`src/core/imsd_pkg.sv`:
```
// Shared constants for the two-wire master status and data block.
// Assumes a 32-bit classic Wishbone slave port and a 250 MHz system clock.
package imsd_pkg;

  // ****************************************
  // Register byte addresses
  // ****************************************
  localparam logic [31:0] ADR_STATUS = 32'hFFFF0904;
  localparam logic [31:0] ADR_RX_DATA = 32'hFFFF0908;
  localparam logic [31:0] ADR_TX_DATA = 32'hFFFF090C;
  localparam logic [31:0] ADR_RD_COUNT = 32'hFFFF0910;
  localparam logic [31:0] ADR_IRQ_STATUS = 32'hFFFF0980;
  localparam logic [31:0] ADR_IRQ_MASK = 32'hFFFF0984;

  // ****************************************
  // Status word layout
  // ****************************************
  localparam int ST_BUS_OCCUPIED = 10;
  localparam int ST_RX_OVERFLOW = 9;
  localparam int ST_XFER_DONE = 8;
  localparam int ST_DATA_NACK = 7;
  localparam int ST_MASTER_ACTIVE = 6;
  localparam int ST_ARB_LOST = 5;
  localparam int ST_ADDR_NACK = 4;
  localparam int ST_RX_REQUEST = 3;
  localparam int ST_TX_REQUEST = 2;
  localparam int ST_TX_LEVEL_LO = 0;
  localparam logic [15:0] STATUS_RESET = 16'h0000;

  // ****************************************
  // Data and read count registers
  // ****************************************
  localparam logic [7:0] RX_DATA_RESET = 8'h00;
  localparam logic [15:0] RD_COUNT_RESET = 16'h0000;
  localparam logic [15:0] RD_COUNT_MASK = 16'h01FF;
  localparam int RD_COUNT_EXT_BIT = 8;

  // ****************************************
  // Transmit FIFO level codes
  // ****************************************
  localparam logic [1:0] TX_LEVEL_EMPTY = 2'b00;
  localparam logic [1:0] TX_LEVEL_ONE = 2'b01;
  localparam logic [1:0] TX_LEVEL_FULL = 2'b11;

  // ****************************************
  // FIFO shape
  // ****************************************
  localparam int FIFO_WIDTH = 8;
  localparam int FIFO_DEPTH = 2;
  localparam int FIFO_CNT_W = 2;
  localparam logic [FIFO_CNT_W-1:0] FIFO_ONE = 2'h1;

  // ****************************************
  // Interrupt status and mask layout
  // ****************************************
  localparam int IRQ_W = 6;
  localparam int IRQ_DONE = 0;
  localparam int IRQ_NACK = 1;
  localparam int IRQ_ARB = 2;
  localparam int IRQ_RX = 3;
  localparam int IRQ_TX = 4;
  localparam int IRQ_OVF = 5;
  localparam logic [IRQ_W-1:0] IRQ_RESET = 6'h00;

  typedef enum logic [0:0] {
    WB_IDLE = 1'b0,
    WB_ACK = 1'b1
  } imsd_wb_e;

  // Maps an occupancy count to the two-bit level code
  function automatic logic [1:0] imsd_tx_level(input logic [FIFO_CNT_W-1:0] cnt);
    logic [1:0] lvl;
    lvl = TX_LEVEL_EMPTY;
    if (cnt >= 2'(FIFO_DEPTH)) begin
      lvl = TX_LEVEL_FULL;
    end else if (cnt != '0) begin
      lvl = TX_LEVEL_ONE;
    end
    return lvl;
  endfunction

endpackage

```
`src/core/imsd_fifo_if.sv`:
```
// Connection bundle between the main block and one byte FIFO.
// Assumes both ends run on the same system clock.
`timescale 1ns/1ps
interface imsd_fifo_if;
  import imsd_pkg::*;
  logic push;
  logic [FIFO_WIDTH-1:0] wdata;
  logic pop;
  logic [FIFO_WIDTH-1:0] rdata;
  logic [FIFO_CNT_W-1:0] count;
  logic full;
  logic empty;
  modport owner(input push, input wdata, input pop,
                output rdata, output count, output full, output empty);
  modport user(output push, output wdata, output pop,
               input rdata, input count, input full, input empty);
endinterface

```
`src/core/imsd_top.sv`:
```
// Status word, byte data path, read count and interrupt logic of a
// two-wire bus master. Assumes a shift engine on the same clock that
// reports its events as one-cycle pulses, and raw bus pin levels that
// arrive unsynchronised from the pads.
//
// The Wishbone slave port was left to the implementer.
`timescale 1ns/1ps

// What this block does
// - Bus occupied flag sets on start condition, clears on stop condition.
// - Receive overflow flag rises when a byte arrives at a full receive FIFO.
// - Transfer done flag sets when own transaction ends; may interrupt.
// - Data not-acknowledged flag sets on missing data acknowledge; may interrupt.
// - Master active flag high during own transaction, low if idle or bus lost.
// - Arbitration lost flag sets when bus control is not won; may interrupt.
// - Address not-acknowledged flag sets when no slave answers address; may interrupt.
// - Receive request flag set while received data sits in the FIFO.
// - Transmit request flag after address plus write, with zero or one byte queued.
// - Transmit FIFO level in bits 1:0: 00 empty, 01 one byte, 11 full.
// - Read-only 8-bit receive data register, reset value zero.
// - Write-only 8-bit transmit data register feeds bytes to send.
// - Read-write 16-bit read count register, reset value zero.
// - Low eight count bits hold bytes to read minus one.
// - Count bit 8 marks more than 256 bytes to read.
module imsd_top
  import imsd_pkg::*;
(
  input wire logic clk_i,
  input wire logic rst_i,
  // Wishbone slave
  input wire logic wb_cyc_i,
  input wire logic wb_stb_i,
  input wire logic wb_we_i,
  input wire logic [31:0] wb_adr_i,
  input wire logic [3:0] wb_sel_i,
  input wire logic [31:0] wb_dat_i,
  output logic [31:0] wb_dat_o,
  output logic wb_ack_o,
  // Bus pin levels
  input wire logic scl_i,
  input wire logic sda_i,
  // Shift engine side
  input wire logic eng_active_i,
  input wire logic eng_arb_lost_i,
  input wire logic eng_addr_nack_i,
  input wire logic eng_data_nack_i,
  input wire logic eng_addr_wr_sent_i,
  input wire logic eng_rx_valid_i,
  input wire logic [7:0] eng_rx_data_i,
  input wire logic eng_tx_pop_i,
  output logic eng_tx_valid_o,
  output logic [7:0] eng_tx_data_o,
  output logic [7:0] eng_rd_count_o,
  output logic eng_rd_count_ext_o,
  // Interrupt
  output logic irq_o
);

  // ****************************************
  // Declarations
  // ****************************************
  imsd_fifo_if tx_f ();
  imsd_fifo_if rx_f ();

  logic scl_s1_q;
  logic scl_s2_q;
  logic scl_s3_q;
  logic sda_s1_q;
  logic sda_s2_q;
  logic sda_s3_q;
  logic start_det;
  logic stop_det;

  logic bus_occupied_q;
  logic own_txn_q;
  logic active_d1_q;
  logic txn_begin;
  logic master_active_q;
  logic xfer_done_q;
  logic data_nack_q;
  logic addr_nack_q;
  logic arb_lost_q;
  logic rx_overflow_q;
  logic wr_phase_q;
  logic tx_request;
  logic tx_request_d1_q;
  logic rx_request;
  logic rx_overflow_evt;
  logic [1:0] tx_level;
  logic [15:0] status_w;

  logic [15:0] rd_count_q;
  logic [IRQ_W-1:0] irq_status_q;
  logic [IRQ_W-1:0] irq_mask_q;
  logic [IRQ_W-1:0] irq_set;
  logic [IRQ_W-1:0] irq_clr;

  imsd_wb_e wb_state_q;
  logic wb_req;
  logic wb_wr;
  logic wb_rd;
  logic [31:0] rd_mux;
  logic [31:0] dat_q;

  // ****************************************
  // Byte FIFOs
  // ****************************************
  imsd_fifo u_tx_fifo (
    .clk_i(clk_i),
    .rst_i(rst_i),
    .f(tx_f.owner)
  );

  imsd_fifo u_rx_fifo (
    .clk_i(clk_i),
    .rst_i(rst_i),
    .f(rx_f.owner)
  );

  // ****************************************
  // Pin synchronisers and bus conditions
  // ****************************************
  // Third stage only holds the previous settled level for edge finding
  always_ff @(posedge clk_i) begin
    if (rst_i) begin
      scl_s1_q <= 1'b1;
      scl_s2_q <= 1'b1;
      scl_s3_q <= 1'b1;
      sda_s1_q <= 1'b1;
      sda_s2_q <= 1'b1;
      sda_s3_q <= 1'b1;
    end else begin
      scl_s1_q <= scl_i;
      scl_s2_q <= scl_s1_q;
      scl_s3_q <= scl_s2_q;
      sda_s1_q <= sda_i;
      sda_s2_q <= sda_s1_q;
      sda_s3_q <= sda_s2_q;
    end
  end

  // Data edges while the clock line stays high
  assign start_det = scl_s2_q && scl_s3_q && sda_s3_q && !sda_s2_q;
  assign stop_det = scl_s2_q && scl_s3_q && !sda_s3_q && sda_s2_q;

  always_ff @(posedge clk_i) begin
    if (rst_i) begin
      bus_occupied_q <= 1'b0;
    end else if (start_det) begin
      bus_occupied_q <= 1'b1;
    end else if (stop_det) begin
      bus_occupied_q <= 1'b0;
    end
  end

  // ****************************************
  // Transaction tracking
  // ****************************************
  assign txn_begin = eng_active_i && !active_d1_q;

  always_ff @(posedge clk_i) begin
    if (rst_i) begin
      active_d1_q <= 1'b0;
    end else begin
      active_d1_q <= eng_active_i;
    end
  end

  // Own transaction lasts from engine activity until the stop on the wire
  always_ff @(posedge clk_i) begin
    if (rst_i) begin
      own_txn_q <= 1'b0;
    end else if (eng_active_i) begin
      own_txn_q <= 1'b1;
    end else if (stop_det) begin
      own_txn_q <= 1'b0;
    end
  end

  always_ff @(posedge clk_i) begin
    if (rst_i) begin
      master_active_q <= 1'b0;
    end else begin
      master_active_q <= eng_active_i && !eng_arb_lost_i && !arb_lost_q;
    end
  end

  // Sticky outcome flags last until the next transaction; a new event wins
  always_ff @(posedge clk_i) begin
    if (rst_i) begin
      xfer_done_q <= 1'b0;
    end else if (stop_det && own_txn_q) begin
      xfer_done_q <= 1'b1;
    end else if (txn_begin) begin
      xfer_done_q <= 1'b0;
    end
  end

  always_ff @(posedge clk_i) begin
    if (rst_i) begin
      data_nack_q <= 1'b0;
    end else if (eng_data_nack_i) begin
      data_nack_q <= 1'b1;
    end else if (txn_begin) begin
      data_nack_q <= 1'b0;
    end
  end

  always_ff @(posedge clk_i) begin
    if (rst_i) begin
      addr_nack_q <= 1'b0;
    end else if (eng_addr_nack_i) begin
      addr_nack_q <= 1'b1;
    end else if (txn_begin) begin
      addr_nack_q <= 1'b0;
    end
  end

  always_ff @(posedge clk_i) begin
    if (rst_i) begin
      arb_lost_q <= 1'b0;
    end else if (eng_arb_lost_i) begin
      arb_lost_q <= 1'b1;
    end else if (txn_begin) begin
      arb_lost_q <= 1'b0;
    end
  end

  // ****************************************
  // Receive path
  // ****************************************
  assign rx_f.push = eng_rx_valid_i;
  assign rx_f.wdata = eng_rx_data_i;
  assign rx_f.pop = wb_rd && (wb_adr_i == ADR_RX_DATA);
  assign rx_overflow_evt = eng_rx_valid_i && rx_f.full;
  assign rx_request = !rx_f.empty;

  // Overflowing byte is dropped; flag falls at the next clean push or transaction
  always_ff @(posedge clk_i) begin
    if (rst_i) begin
      rx_overflow_q <= 1'b0;
    end else if (rx_overflow_evt) begin
      rx_overflow_q <= 1'b1;
    end else if (eng_rx_valid_i || txn_begin) begin
      rx_overflow_q <= 1'b0;
    end
  end

  // ****************************************
  // Transmit path
  // ****************************************
  assign tx_f.push = wb_wr && (wb_adr_i == ADR_TX_DATA) && wb_sel_i[0];
  assign tx_f.wdata = wb_dat_i[7:0];
  assign tx_f.pop = eng_tx_pop_i;
  assign eng_tx_valid_o = !tx_f.empty;
  assign eng_tx_data_o = tx_f.rdata;
  assign tx_level = imsd_tx_level(tx_f.count);

  always_ff @(posedge clk_i) begin
    if (rst_i) begin
      wr_phase_q <= 1'b0;
    end else if (eng_addr_wr_sent_i) begin
      wr_phase_q <= 1'b1;
    end else if (stop_det || txn_begin) begin
      wr_phase_q <= 1'b0;
    end
  end

  assign tx_request = wr_phase_q && (tx_f.count <= FIFO_ONE);

  always_ff @(posedge clk_i) begin
    if (rst_i) begin
      tx_request_d1_q <= 1'b0;
    end else begin
      tx_request_d1_q <= tx_request;
    end
  end

  // ****************************************
  // Status word
  // ****************************************
  always_comb begin
    status_w = STATUS_RESET;
    status_w[ST_BUS_OCCUPIED] = bus_occupied_q;
    status_w[ST_RX_OVERFLOW] = rx_overflow_q;
    status_w[ST_XFER_DONE] = xfer_done_q;
    status_w[ST_DATA_NACK] = data_nack_q;
    status_w[ST_MASTER_ACTIVE] = master_active_q;
    status_w[ST_ARB_LOST] = arb_lost_q;
    status_w[ST_ADDR_NACK] = addr_nack_q;
    status_w[ST_RX_REQUEST] = rx_request;
    status_w[ST_TX_REQUEST] = tx_request;
    status_w[ST_TX_LEVEL_LO +: 2] = tx_level;
  end

  // ****************************************
  // Read count register
  // ****************************************
  // Only count and extension bits are stored; upper bits read as zero
  always_ff @(posedge clk_i) begin
    if (rst_i) begin
      rd_count_q <= RD_COUNT_RESET;
    end else if (wb_wr && (wb_adr_i == ADR_RD_COUNT)) begin
      if (wb_sel_i[0]) begin
        rd_count_q[7:0] <= wb_dat_i[7:0];
      end
      if (wb_sel_i[1]) begin
        rd_count_q[15:8] <= wb_dat_i[15:8] & RD_COUNT_MASK[15:8];
      end
    end
  end

  assign eng_rd_count_o = rd_count_q[7:0];
  assign eng_rd_count_ext_o = rd_count_q[RD_COUNT_EXT_BIT];

  // ****************************************
  // Interrupts
  // ****************************************
  always_comb begin
    irq_set = IRQ_RESET;
    irq_set[IRQ_DONE] = stop_det && own_txn_q;
    irq_set[IRQ_NACK] = eng_addr_nack_i || eng_data_nack_i;
    irq_set[IRQ_ARB] = eng_arb_lost_i;
    irq_set[IRQ_RX] = eng_rx_valid_i;
    irq_set[IRQ_TX] = tx_request && !tx_request_d1_q;
    irq_set[IRQ_OVF] = rx_overflow_evt;
  end

  assign irq_clr = (wb_wr && (wb_adr_i == ADR_IRQ_STATUS) && wb_sel_i[0]) ?
                   wb_dat_i[IRQ_W-1:0] : IRQ_RESET;

  // A set in the same cycle as its clear survives
  always_ff @(posedge clk_i) begin
    if (rst_i) begin
      irq_status_q <= IRQ_RESET;
    end else begin
      irq_status_q <= (irq_status_q & ~irq_clr) | irq_set;
    end
  end

  always_ff @(posedge clk_i) begin
    if (rst_i) begin
      irq_mask_q <= IRQ_RESET;
    end else if (wb_wr && (wb_adr_i == ADR_IRQ_MASK) && wb_sel_i[0]) begin
      irq_mask_q <= wb_dat_i[IRQ_W-1:0];
    end
  end

  assign irq_o = |(irq_status_q & irq_mask_q);

  // ****************************************
  // Wishbone slave
  // ****************************************
  // Every access is answered one cycle after it is seen, so one wait state
  assign wb_req = wb_cyc_i && wb_stb_i && (wb_state_q == WB_IDLE);
  assign wb_wr = wb_req && wb_we_i;
  assign wb_rd = wb_req && !wb_we_i;

  always_comb begin
    rd_mux = 32'h0000_0000;
    case (wb_adr_i)
      ADR_STATUS: begin
        rd_mux[15:0] = status_w;
      end
      ADR_RX_DATA: begin
        rd_mux[7:0] = rx_f.empty ? RX_DATA_RESET : rx_f.rdata;
      end
      ADR_RD_COUNT: begin
        rd_mux[15:0] = rd_count_q;
      end
      ADR_IRQ_STATUS: begin
        rd_mux[IRQ_W-1:0] = irq_status_q;
      end
      ADR_IRQ_MASK: begin
        rd_mux[IRQ_W-1:0] = irq_mask_q;
      end
      default: begin
        rd_mux = 32'h0000_0000;
      end
    endcase
  end

  always_ff @(posedge clk_i) begin
    if (rst_i) begin
      wb_state_q <= WB_IDLE;
    end else begin
      case (wb_state_q)
        WB_IDLE: begin
          if (wb_cyc_i && wb_stb_i) begin
            wb_state_q <= WB_ACK;
          end
        end
        WB_ACK: begin
          wb_state_q <= WB_IDLE;
        end
        default: begin
          wb_state_q <= WB_IDLE;
        end
      endcase
    end
  end

  always_ff @(posedge clk_i) begin
    if (rst_i) begin
      dat_q <= 32'h0000_0000;
    end else if (wb_rd) begin
      dat_q <= rd_mux;
    end
  end

  assign wb_ack_o = (wb_state_q == WB_ACK);
  assign wb_dat_o = dat_q;

endmodule

```
`src/core/imsd_fifo.sv`:
```
// Small byte FIFO used for both the transmit and the receive path.
// Assumes a synchronous active-high reset; a push while full is dropped.
`timescale 1ns/1ps
module imsd_fifo
  import imsd_pkg::*;
(
  input wire logic clk_i,
  input wire logic rst_i,
  imsd_fifo_if.owner f
);

  localparam int PW = $clog2(FIFO_DEPTH);

  logic [FIFO_WIDTH-1:0] mem_q [FIFO_DEPTH];
  logic [PW-1:0] wr_ptr_q;
  logic [PW-1:0] rd_ptr_q;
  logic [FIFO_CNT_W-1:0] cnt_q;
  logic do_push;
  logic do_pop;

  assign do_push = f.push && !f.full;
  assign do_pop = f.pop && !f.empty;
  assign f.full = (cnt_q == FIFO_CNT_W'(FIFO_DEPTH));
  assign f.empty = (cnt_q == '0);
  assign f.count = cnt_q;
  assign f.rdata = mem_q[rd_ptr_q];

  always_ff @(posedge clk_i) begin
    if (rst_i) begin
      for (int i = 0; i < FIFO_DEPTH; i++) begin
        mem_q[i] <= RX_DATA_RESET;
      end
    end else if (do_push) begin
      mem_q[wr_ptr_q] <= f.wdata;
    end
  end

  always_ff @(posedge clk_i) begin
    if (rst_i) begin
      wr_ptr_q <= '0;
      rd_ptr_q <= '0;
    end else begin
      if (do_push) begin
        wr_ptr_q <= PW'(wr_ptr_q + 1'b1);
      end
      if (do_pop) begin
        rd_ptr_q <= PW'(rd_ptr_q + 1'b1);
      end
    end
  end

  always_ff @(posedge clk_i) begin
    if (rst_i) begin
      cnt_q <= '0;
    end else if (do_push && !do_pop) begin
      cnt_q <= cnt_q + FIFO_ONE;
    end else if (do_pop && !do_push) begin
      cnt_q <= cnt_q - FIFO_ONE;
    end
  end

endmodule

```
`config.mk`:
```
export PLATFORM = sky130hd
export DESIGN_NAME = imsd_top
export DESIGN_NICKNAME = d
export VERILOG_FILES = /design/src/core/imsd_pkg.sv /design/src/core/imsd_fifo_if.sv /design/src/core/imsd_top.sv /design/src/core/imsd_fifo.sv
export SDC_FILE = /design/constraint.sdc
export NUM_CORES = 1
export LEC_CHECK = 0
export BUFFER_PORTS_ARGS = -buffer_cell sky130_fd_sc_hd__buf_4
export CAP_MARGIN = 20
export CORE_UTILIZATION = 45
export DETAILED_ROUTE_END_ITERATION = 16
export PLACE_DENSITY = 0.78
export SLEW_MARGIN = 20
export SYNTH_ARGS = -nofsm -noshare
export SYNTH_HDL_FRONTEND = slang
export SYNTH_SLANG_ARGS = --single-unit
```
`constraint.sdc`:
```
create_clock -name clk_i -period 5.3 [get_ports clk_i]
set_input_delay 0.265 -clock clk_i [delete_from_list [all_inputs] [get_ports clk_i]]
set_output_delay 0.265 -clock clk_i [all_outputs]
set_load 0.05 [all_outputs]
```
Word level (Yosys, flattened, before mapping)

Memory sizes are Yosys's and may differ from the RTL's. A register that Yosys moved wholly into a read port is not among the register bits.
Index checks and enable logic that the tools add are counted.

Add/subtract/negate cells: 8
Eq/ne operators: 8
Magnitude comparators: 2
Reductions and logical operators: 68
Muxes and demuxes: 43
Bitwise operators: 5

Operator list:

| cell                                                               | number |
|---|---|
| 32-bit == test, second input constant                              | 6 |
| 1-bit logical AND                                                  | 32 |
| 1-bit two-way mux                                                  | 30 |
| 6-bit one-hot mux with 5 select lines                              | 1 |
| 8-bit two-way mux                                                  | 3 |
| 2-bit nonzero test                                                 | 11 |
| 8-bit OR reduction                                                 | 2 |
| 1-bit zero test                                                    | 15 |
| 6-bit AND                                                          | 2 |
| 2-bit two-way mux                                                  | 5 |
| 6-bit two-way mux                                                  | 1 |
| 6-bit NOT                                                          | 1 |
| 6-bit bitwise OR                                                   | 1 |
| 2-bit one-hot mux with 3 select lines                              | 1 |
| 3-bit one-hot mux with 2 select lines                              | 1 |
| 6-bit OR reduction                                                 | 1 |
| 1-bit adder, second input constant                                 | 4 |
| 2-bit by 1-bit adder with 2-bit output, second input constant      | 2 |
| 2-bit == test, second input constant                               | 2 |
| 2-bit zero test                                                    | 2 |
| 2-bit AND reduction                                                | 2 |
| 2-bit by 1-bit subtractor with 2-bit output, second input constant | 2 |
| 1-bit logical OR                                                   | 3 |
| 2-bit >= comparator, second input constant                         | 1 |
| 3 further kinds                                                    | 3 |

Memory bits (writable): 32
Logic and storage cells: 165
Flip-flop bits (word level): 63
Memories: 2
Input bits: 90
Output and inout port bits: 52

Memory list:

| memory          | depth | bits a word | rd ports | clocked after memory_dff | write ports | line            | source |
|---|---|---|---|---|---|---|---|
| u_rx_fifo.mem_q | 2     | 8           | 1        | 1                        | 2           | imsd_fifo.sv:14 | `logic [FIFO_WIDTH-1:0] mem_q [FIFO_DEPTH];` |
| u_tx_fifo.mem_q | 2     | 8           | 1        | 1                        | 2           | imsd_fifo.sv:14 |  |

Depth between registers and ports, before layout

Depth in word-level cells: 11
Mapped depth: 12
Gate-level depth less buffers: 9

Modules after synthesis

Synthesis repeated with hierarchy kept, for this count alone.

Cell total of the unflattened synthesis: 442
Area, all modules: 4431.8 um^2

Modules (own cells, without submodules):

| module    | sequential area each (um^2) | cells an instance | instances | area an instance (um^2) |
|---|---|---|---|---|
| imsd_top  | 1001.0                      | 288               | 1         | 2582.5 |
| imsd_fifo | 580.6                       | 77                | 2         | 924.6 |

Worst setup path after synthesis

OpenSTA, ideal clock, no wires.

Kind: input-to-reg
From: input wb_adr_i[6]
To: register u_tx_fifo.cnt_q[1] (netlist: u_tx_fifo.f.count[1])
Arrival: 2192 ps
Required time: 5172 ps
Stages on the path: 11
Buffers on the path: 2
Slack: 2980 ps
Setup time: 128 ps
Cell sequence: nor4_1 > nand4b_1 > nor2_2 > and3_1 > buf_2 > buf_2 > ha_1 > xor2_1 > nor2_1 > a21oi_1 > nor2_1

Longest elaborated chain between the ends: 7
Elaborated cells between the ends (all ways): 9
Those cells by class: eq/ne (1); mux (1); reduce/logical (7)

RTL lines:

| what                                | line            | source |
|---|---|---|
| from (decl)                         | imsd_top.sv:34  | `input wire logic [31:0] wb_adr_i,` |
| 32-bit == test *                    | imsd_top.sv:252 | `assign tx_f.push = wb_wr && (wb_adr_i == ADR_TX_DATA) && wb_sel_i[0];` |
| 1-bit logical AND * (2 in a row)    | imsd_top.sv:252 |  |
| 1-bit logical AND *                 | imsd_fifo.sv:21 | `assign do_push = f.push && !f.full;` |
| via u_tx_fifo.do_push               | imsd_fifo.sv:18 | `logic do_push;` |
| 1-bit zero test                     | imsd_fifo.sv:57 | `end else if (do_pop && !do_push) begin` |
| 1-bit logical AND                   | imsd_fifo.sv:57 |  |
| 2-bit nonzero test (no source line) | n/a             |  |
| to (signal assigned)                | imsd_fifo.sv:56 | `cnt_q <= cnt_q + FIFO_ONE;` |
| to (signal assigned)                | imsd_fifo.sv:58 | `cnt_q <= cnt_q - FIFO_ONE;` |
| to (decl)                           | imsd_fifo.sv:17 | `logic [FIFO_CNT_W-1:0] cnt_q;` |

The timed path passes the listed nets; every way through them passes the cells marked *.
A chain may end at the register's enable or synchronous reset.

Worst setup path after layout

From: input wb_adr_i[9]
To: register u_tx_fifo.cnt_q[1] (netlist: u_tx_fifo.f.count[1])

Longest elaborated chain between the ends: 7
Elaborated cells between the ends (all ways): 9
Those cells by class: eq/ne (1); mux (1); reduce/logical (7)

RTL lines:

| what                                | line |
|---|---|
| 32-bit == test *                    | imsd_top.sv:252 |
| 1-bit logical AND * (2 in a row)    | imsd_top.sv:252 |
| 1-bit logical AND *                 | imsd_fifo.sv:21 |
| 1-bit zero test                     | imsd_fifo.sv:57 |
| 1-bit logical AND                   | imsd_fifo.sv:57 |
| 2-bit nonzero test (no source line) | n/a |

Every way passes the cells marked *; elsewhere a longest branch is shown, timed or not.

==> results.yml <==
setup_path:
  r2r_slack_ps: 3010
  r2r_cells: 9
  cp.arrival_ps: 2840
  r2r_start: "u_tx_fifo.f.count[0]"
  worstReg2RegEnd: "u_tx_fifo.f.count[1]"
  required_ps: 5520
  critPathKind: "in2reg"
  cp-start-kind: "input pin"
  cp_max_fo: 17
  critPathCaptureType: "flip-flop"
floorplan:
  dieHeight_um: 100
  io_pins: 142
  core_area_sq_mm: 0.00928
  die_w_um: 100
  start_util_pct: 46.8
  num_rows: 35
  dieArea_sq_mm: 0.0100
yosys:
  synth_async_sr_flop_share_pct: 0
  yosysUniqueCellTypes: 56
  synth_cells: 421
  synth_edf_count: 32
  avgSynthCellArea_sq_um: 10.3
  syn-cell-area_sq_mm: 0.00434
  ys_ff_latch: 92
  synth_warnings: 0
  ys.flop_type: "dfxtp_1"
  yosysSeqAreaShare_pct: 49.8
timing:
  layout_setup_ws_ps: 2680
  fmax_mhz: 382
  slew_viol_final: 0
  max_slew_margin_pct: 41.3
  worstMarginPinSlew_ps: 873
  setup_viol: 0
  setup_tns_ps: 0
  rsz0062_at_grt: "false"
  hold_viol: 0
  min_period_over_period_pct: 49.4
  period_minus_slack_ps: 2620
  finClkSkew_ps: 8.69
drt:
  final_antenna_net_count: 0
  dr_total_vias: 3435
  drcViolationCount: 0
  viasPerCell: 5.33
  drtIter0Drc: 188
  wl_um: 9930
  first_pass_iters: 6
  drt-wirelength-per-cell_um: 15.4
clock_network:
  cts-resized-gates: 0
  cts.htree.levels: 3
  clock_sinks: 92
  numCtsBuffers: 9
  clockRootBuffer: "clkbuf_8"
  cts_setup_buffers: 0
  clock_path_buffers: 2
  hold_buffers: 0
  clock_latency_ps: 350
  cts_tree: "done"
  path_clk_slew_ps: 80
layout:
  num_antenna_cells: 0
  syn_to_final_growth_pct: 22.1
  nets: 606
  drive_gt1_share_pct: 27.9
  final_common_cell: "buf_4"
  final_cell_mix: "buf_4 (96), dfxtp_1 (60), nor2_1 (43)"
  fin_area_sq_mm: 0.00530
grt:
  grt_pass1_wl_um: 15900
  first_global_vias: 3296
  grt_util_all_layers_pct: 20.4
  overflow: 0
  grt_max_degree: 63
  antenna_found_initial: 0
worst_hold_path:
  holdPathStages: 2
  hold_path_end: "scl_s1_q"
  hp-class: "in2reg"
  hold_path_startpoint: "scl_i"
placed_design:
  port_buffers: 95
  finalWeightedCongestion: 0.831
  pre_cts_ws_ps: 2340
  hpwl_um: 7620
  placed_area_sq_mm: 0.00507
power:
  power_density_mw_per_mm2: 276
  p_leak_nw: 2.17
  peakVddDrop_mv: 0.184
run:
  cap_violations: 0
outcome:
  status: "completed"
[where the power goes]
part / leakage, nW / internal (mW) / switching, mW
logic: 1.23 / 0.0651 / 0.105
registers: 0.829 / 0.759 / 0.0144
clock network: 0.114 / 0.279 / 0.238
total: 2.17 / 1.10 / 0.358
[state kept, by name (all words and copies together) (netlist names), 2 cells and up, named ones only]
register           count
irq_mask_q             6
irq_status_q           6
rd_count_q             9
u_rx_fifo.f.count      2
u_rx_fifo.mem_q       16
u_tx_fifo.f.count      2
u_tx_fifo.mem_q       16
wb_dat_o              11
[synth_stat cells (3+ instances only)]
cell / count / share of area, %
o21ai_0: 14 / 1.6
dfxtp_1: 60 / 28
nor4_1: 5 / 0.72
buf_4: 21 / 3.6
or2_2: 11 / 1.6
a21o_1: 4 / 0.69
and3_1: 15 / 2.2
o21bai_1: 4 / 0.69
mux2_2: 15 / 3.9
edfxtp_1: 32 / 22
inv_1: 10 / 0.86
a21oi_1: 15 / 1.7
a222oi_1: 4 / 0.92
a22oi_1: 4 / 0.69
nor4b_1: 3 / 0.61
xor2_1: 6 / 1.2
clkbuf_1: 10 / 0.86
ha_1: 5 / 1.4
a31oi_1: 7 / 1.0
nor3_1: 7 / 0.81
nor4_4: 3 / 1.5
mux2i_1: 21 / 4.8
buf_2: 3 / 0.35
nand4_1: 7 / 1.0
or3_1: 3 / 0.43
nand3_1: 9 / 1.0
nor2_1: 43 / 3.7
nand2_1: 20 / 1.7
and2_1: 20 / 2.9
[stage by stage]
stage / hold WS [ps] / power, mW / std cells / utilization (%)
after floorplan: 341 / 0.902 / 441 / -
after global placement: 392 / 0.952 / 629 / 54.6
after CTS: 74.1 / 1.47 / 645 / 57.0
after global routing: 69.3 / 1.52 / 645 / 57.1
after detailed placement: 396 / 0.959 / 629 / 54.6
final: 89.9 / 1.46 / 645 / 57.1
[critical path: stages]
cell and delay [ps]:
buf_4 110, nor4bb_1 550, nand4b_1 410, nor2_2 360, and3_1 510, ha_1 260, xor2_1 160, nor2_1 60
a21oi_1 110, nor2_1 50
[worst max path at each step]
stage                 from                   end  slack (ps)  cells after the start
3_5_place_dp   wb_adr_i[6]  u_tx_fifo.f.count[1]        2340                     10
4_1_cts        wb_adr_i[6]  u_tx_fifo.f.count[1]        2710                     10
3_3_place_gp   wb_adr_i[6]  u_tx_fifo.f.count[1]        2440                     10
5_1_grt        wb_adr_i[6]  u_tx_fifo.f.count[1]        2380                     10
6_report       wb_adr_i[9]  u_tx_fifo.f.count[1]        2680                     10
2_1_floorplan  wb_adr_i[6]  u_tx_fifo.f.count[1]        2980                     11
[layer usage]
metal  wire length, um  track usage (%)  vias up
li1                  -                -     1661
met1              4170             24.6     1625
met5                 0                0        -
met2              5110             37.1      139
met3               573             4.32       10
met4                73             5.13        0
[logic make-up (layout without fill, tap and decap cells)]
family | Yosys count | count (layout) | share of synthesized area (%)
AND/OR/NAND/NOR | 166 | 166 | 22.1
multiplexers | 36 | 36 | 8.73
XOR/XNOR | 8 | 8 | 1.61
adder cells (fa/ha/maj) | 5 | 5 | 1.44
AO/OA/AOI/OAI | 66 | 66 | 10.1
flip-flops | 92 | 92 | 49.8
buffers and inverters | 47 | 122 | 6.14
other | 1 | 21 | 0.0863
[area by class of cell]
type                       instances  area (sq um)
fill                             805          3980
sequential                        92          2160
multi-input combinational        302          2000
timing repair buffer              96           721
tap                              129           161
clock buffer                      10           138
clock inverter                     6          86.3
inverter                          10          37.5
(Power assumes the default switching activity.)
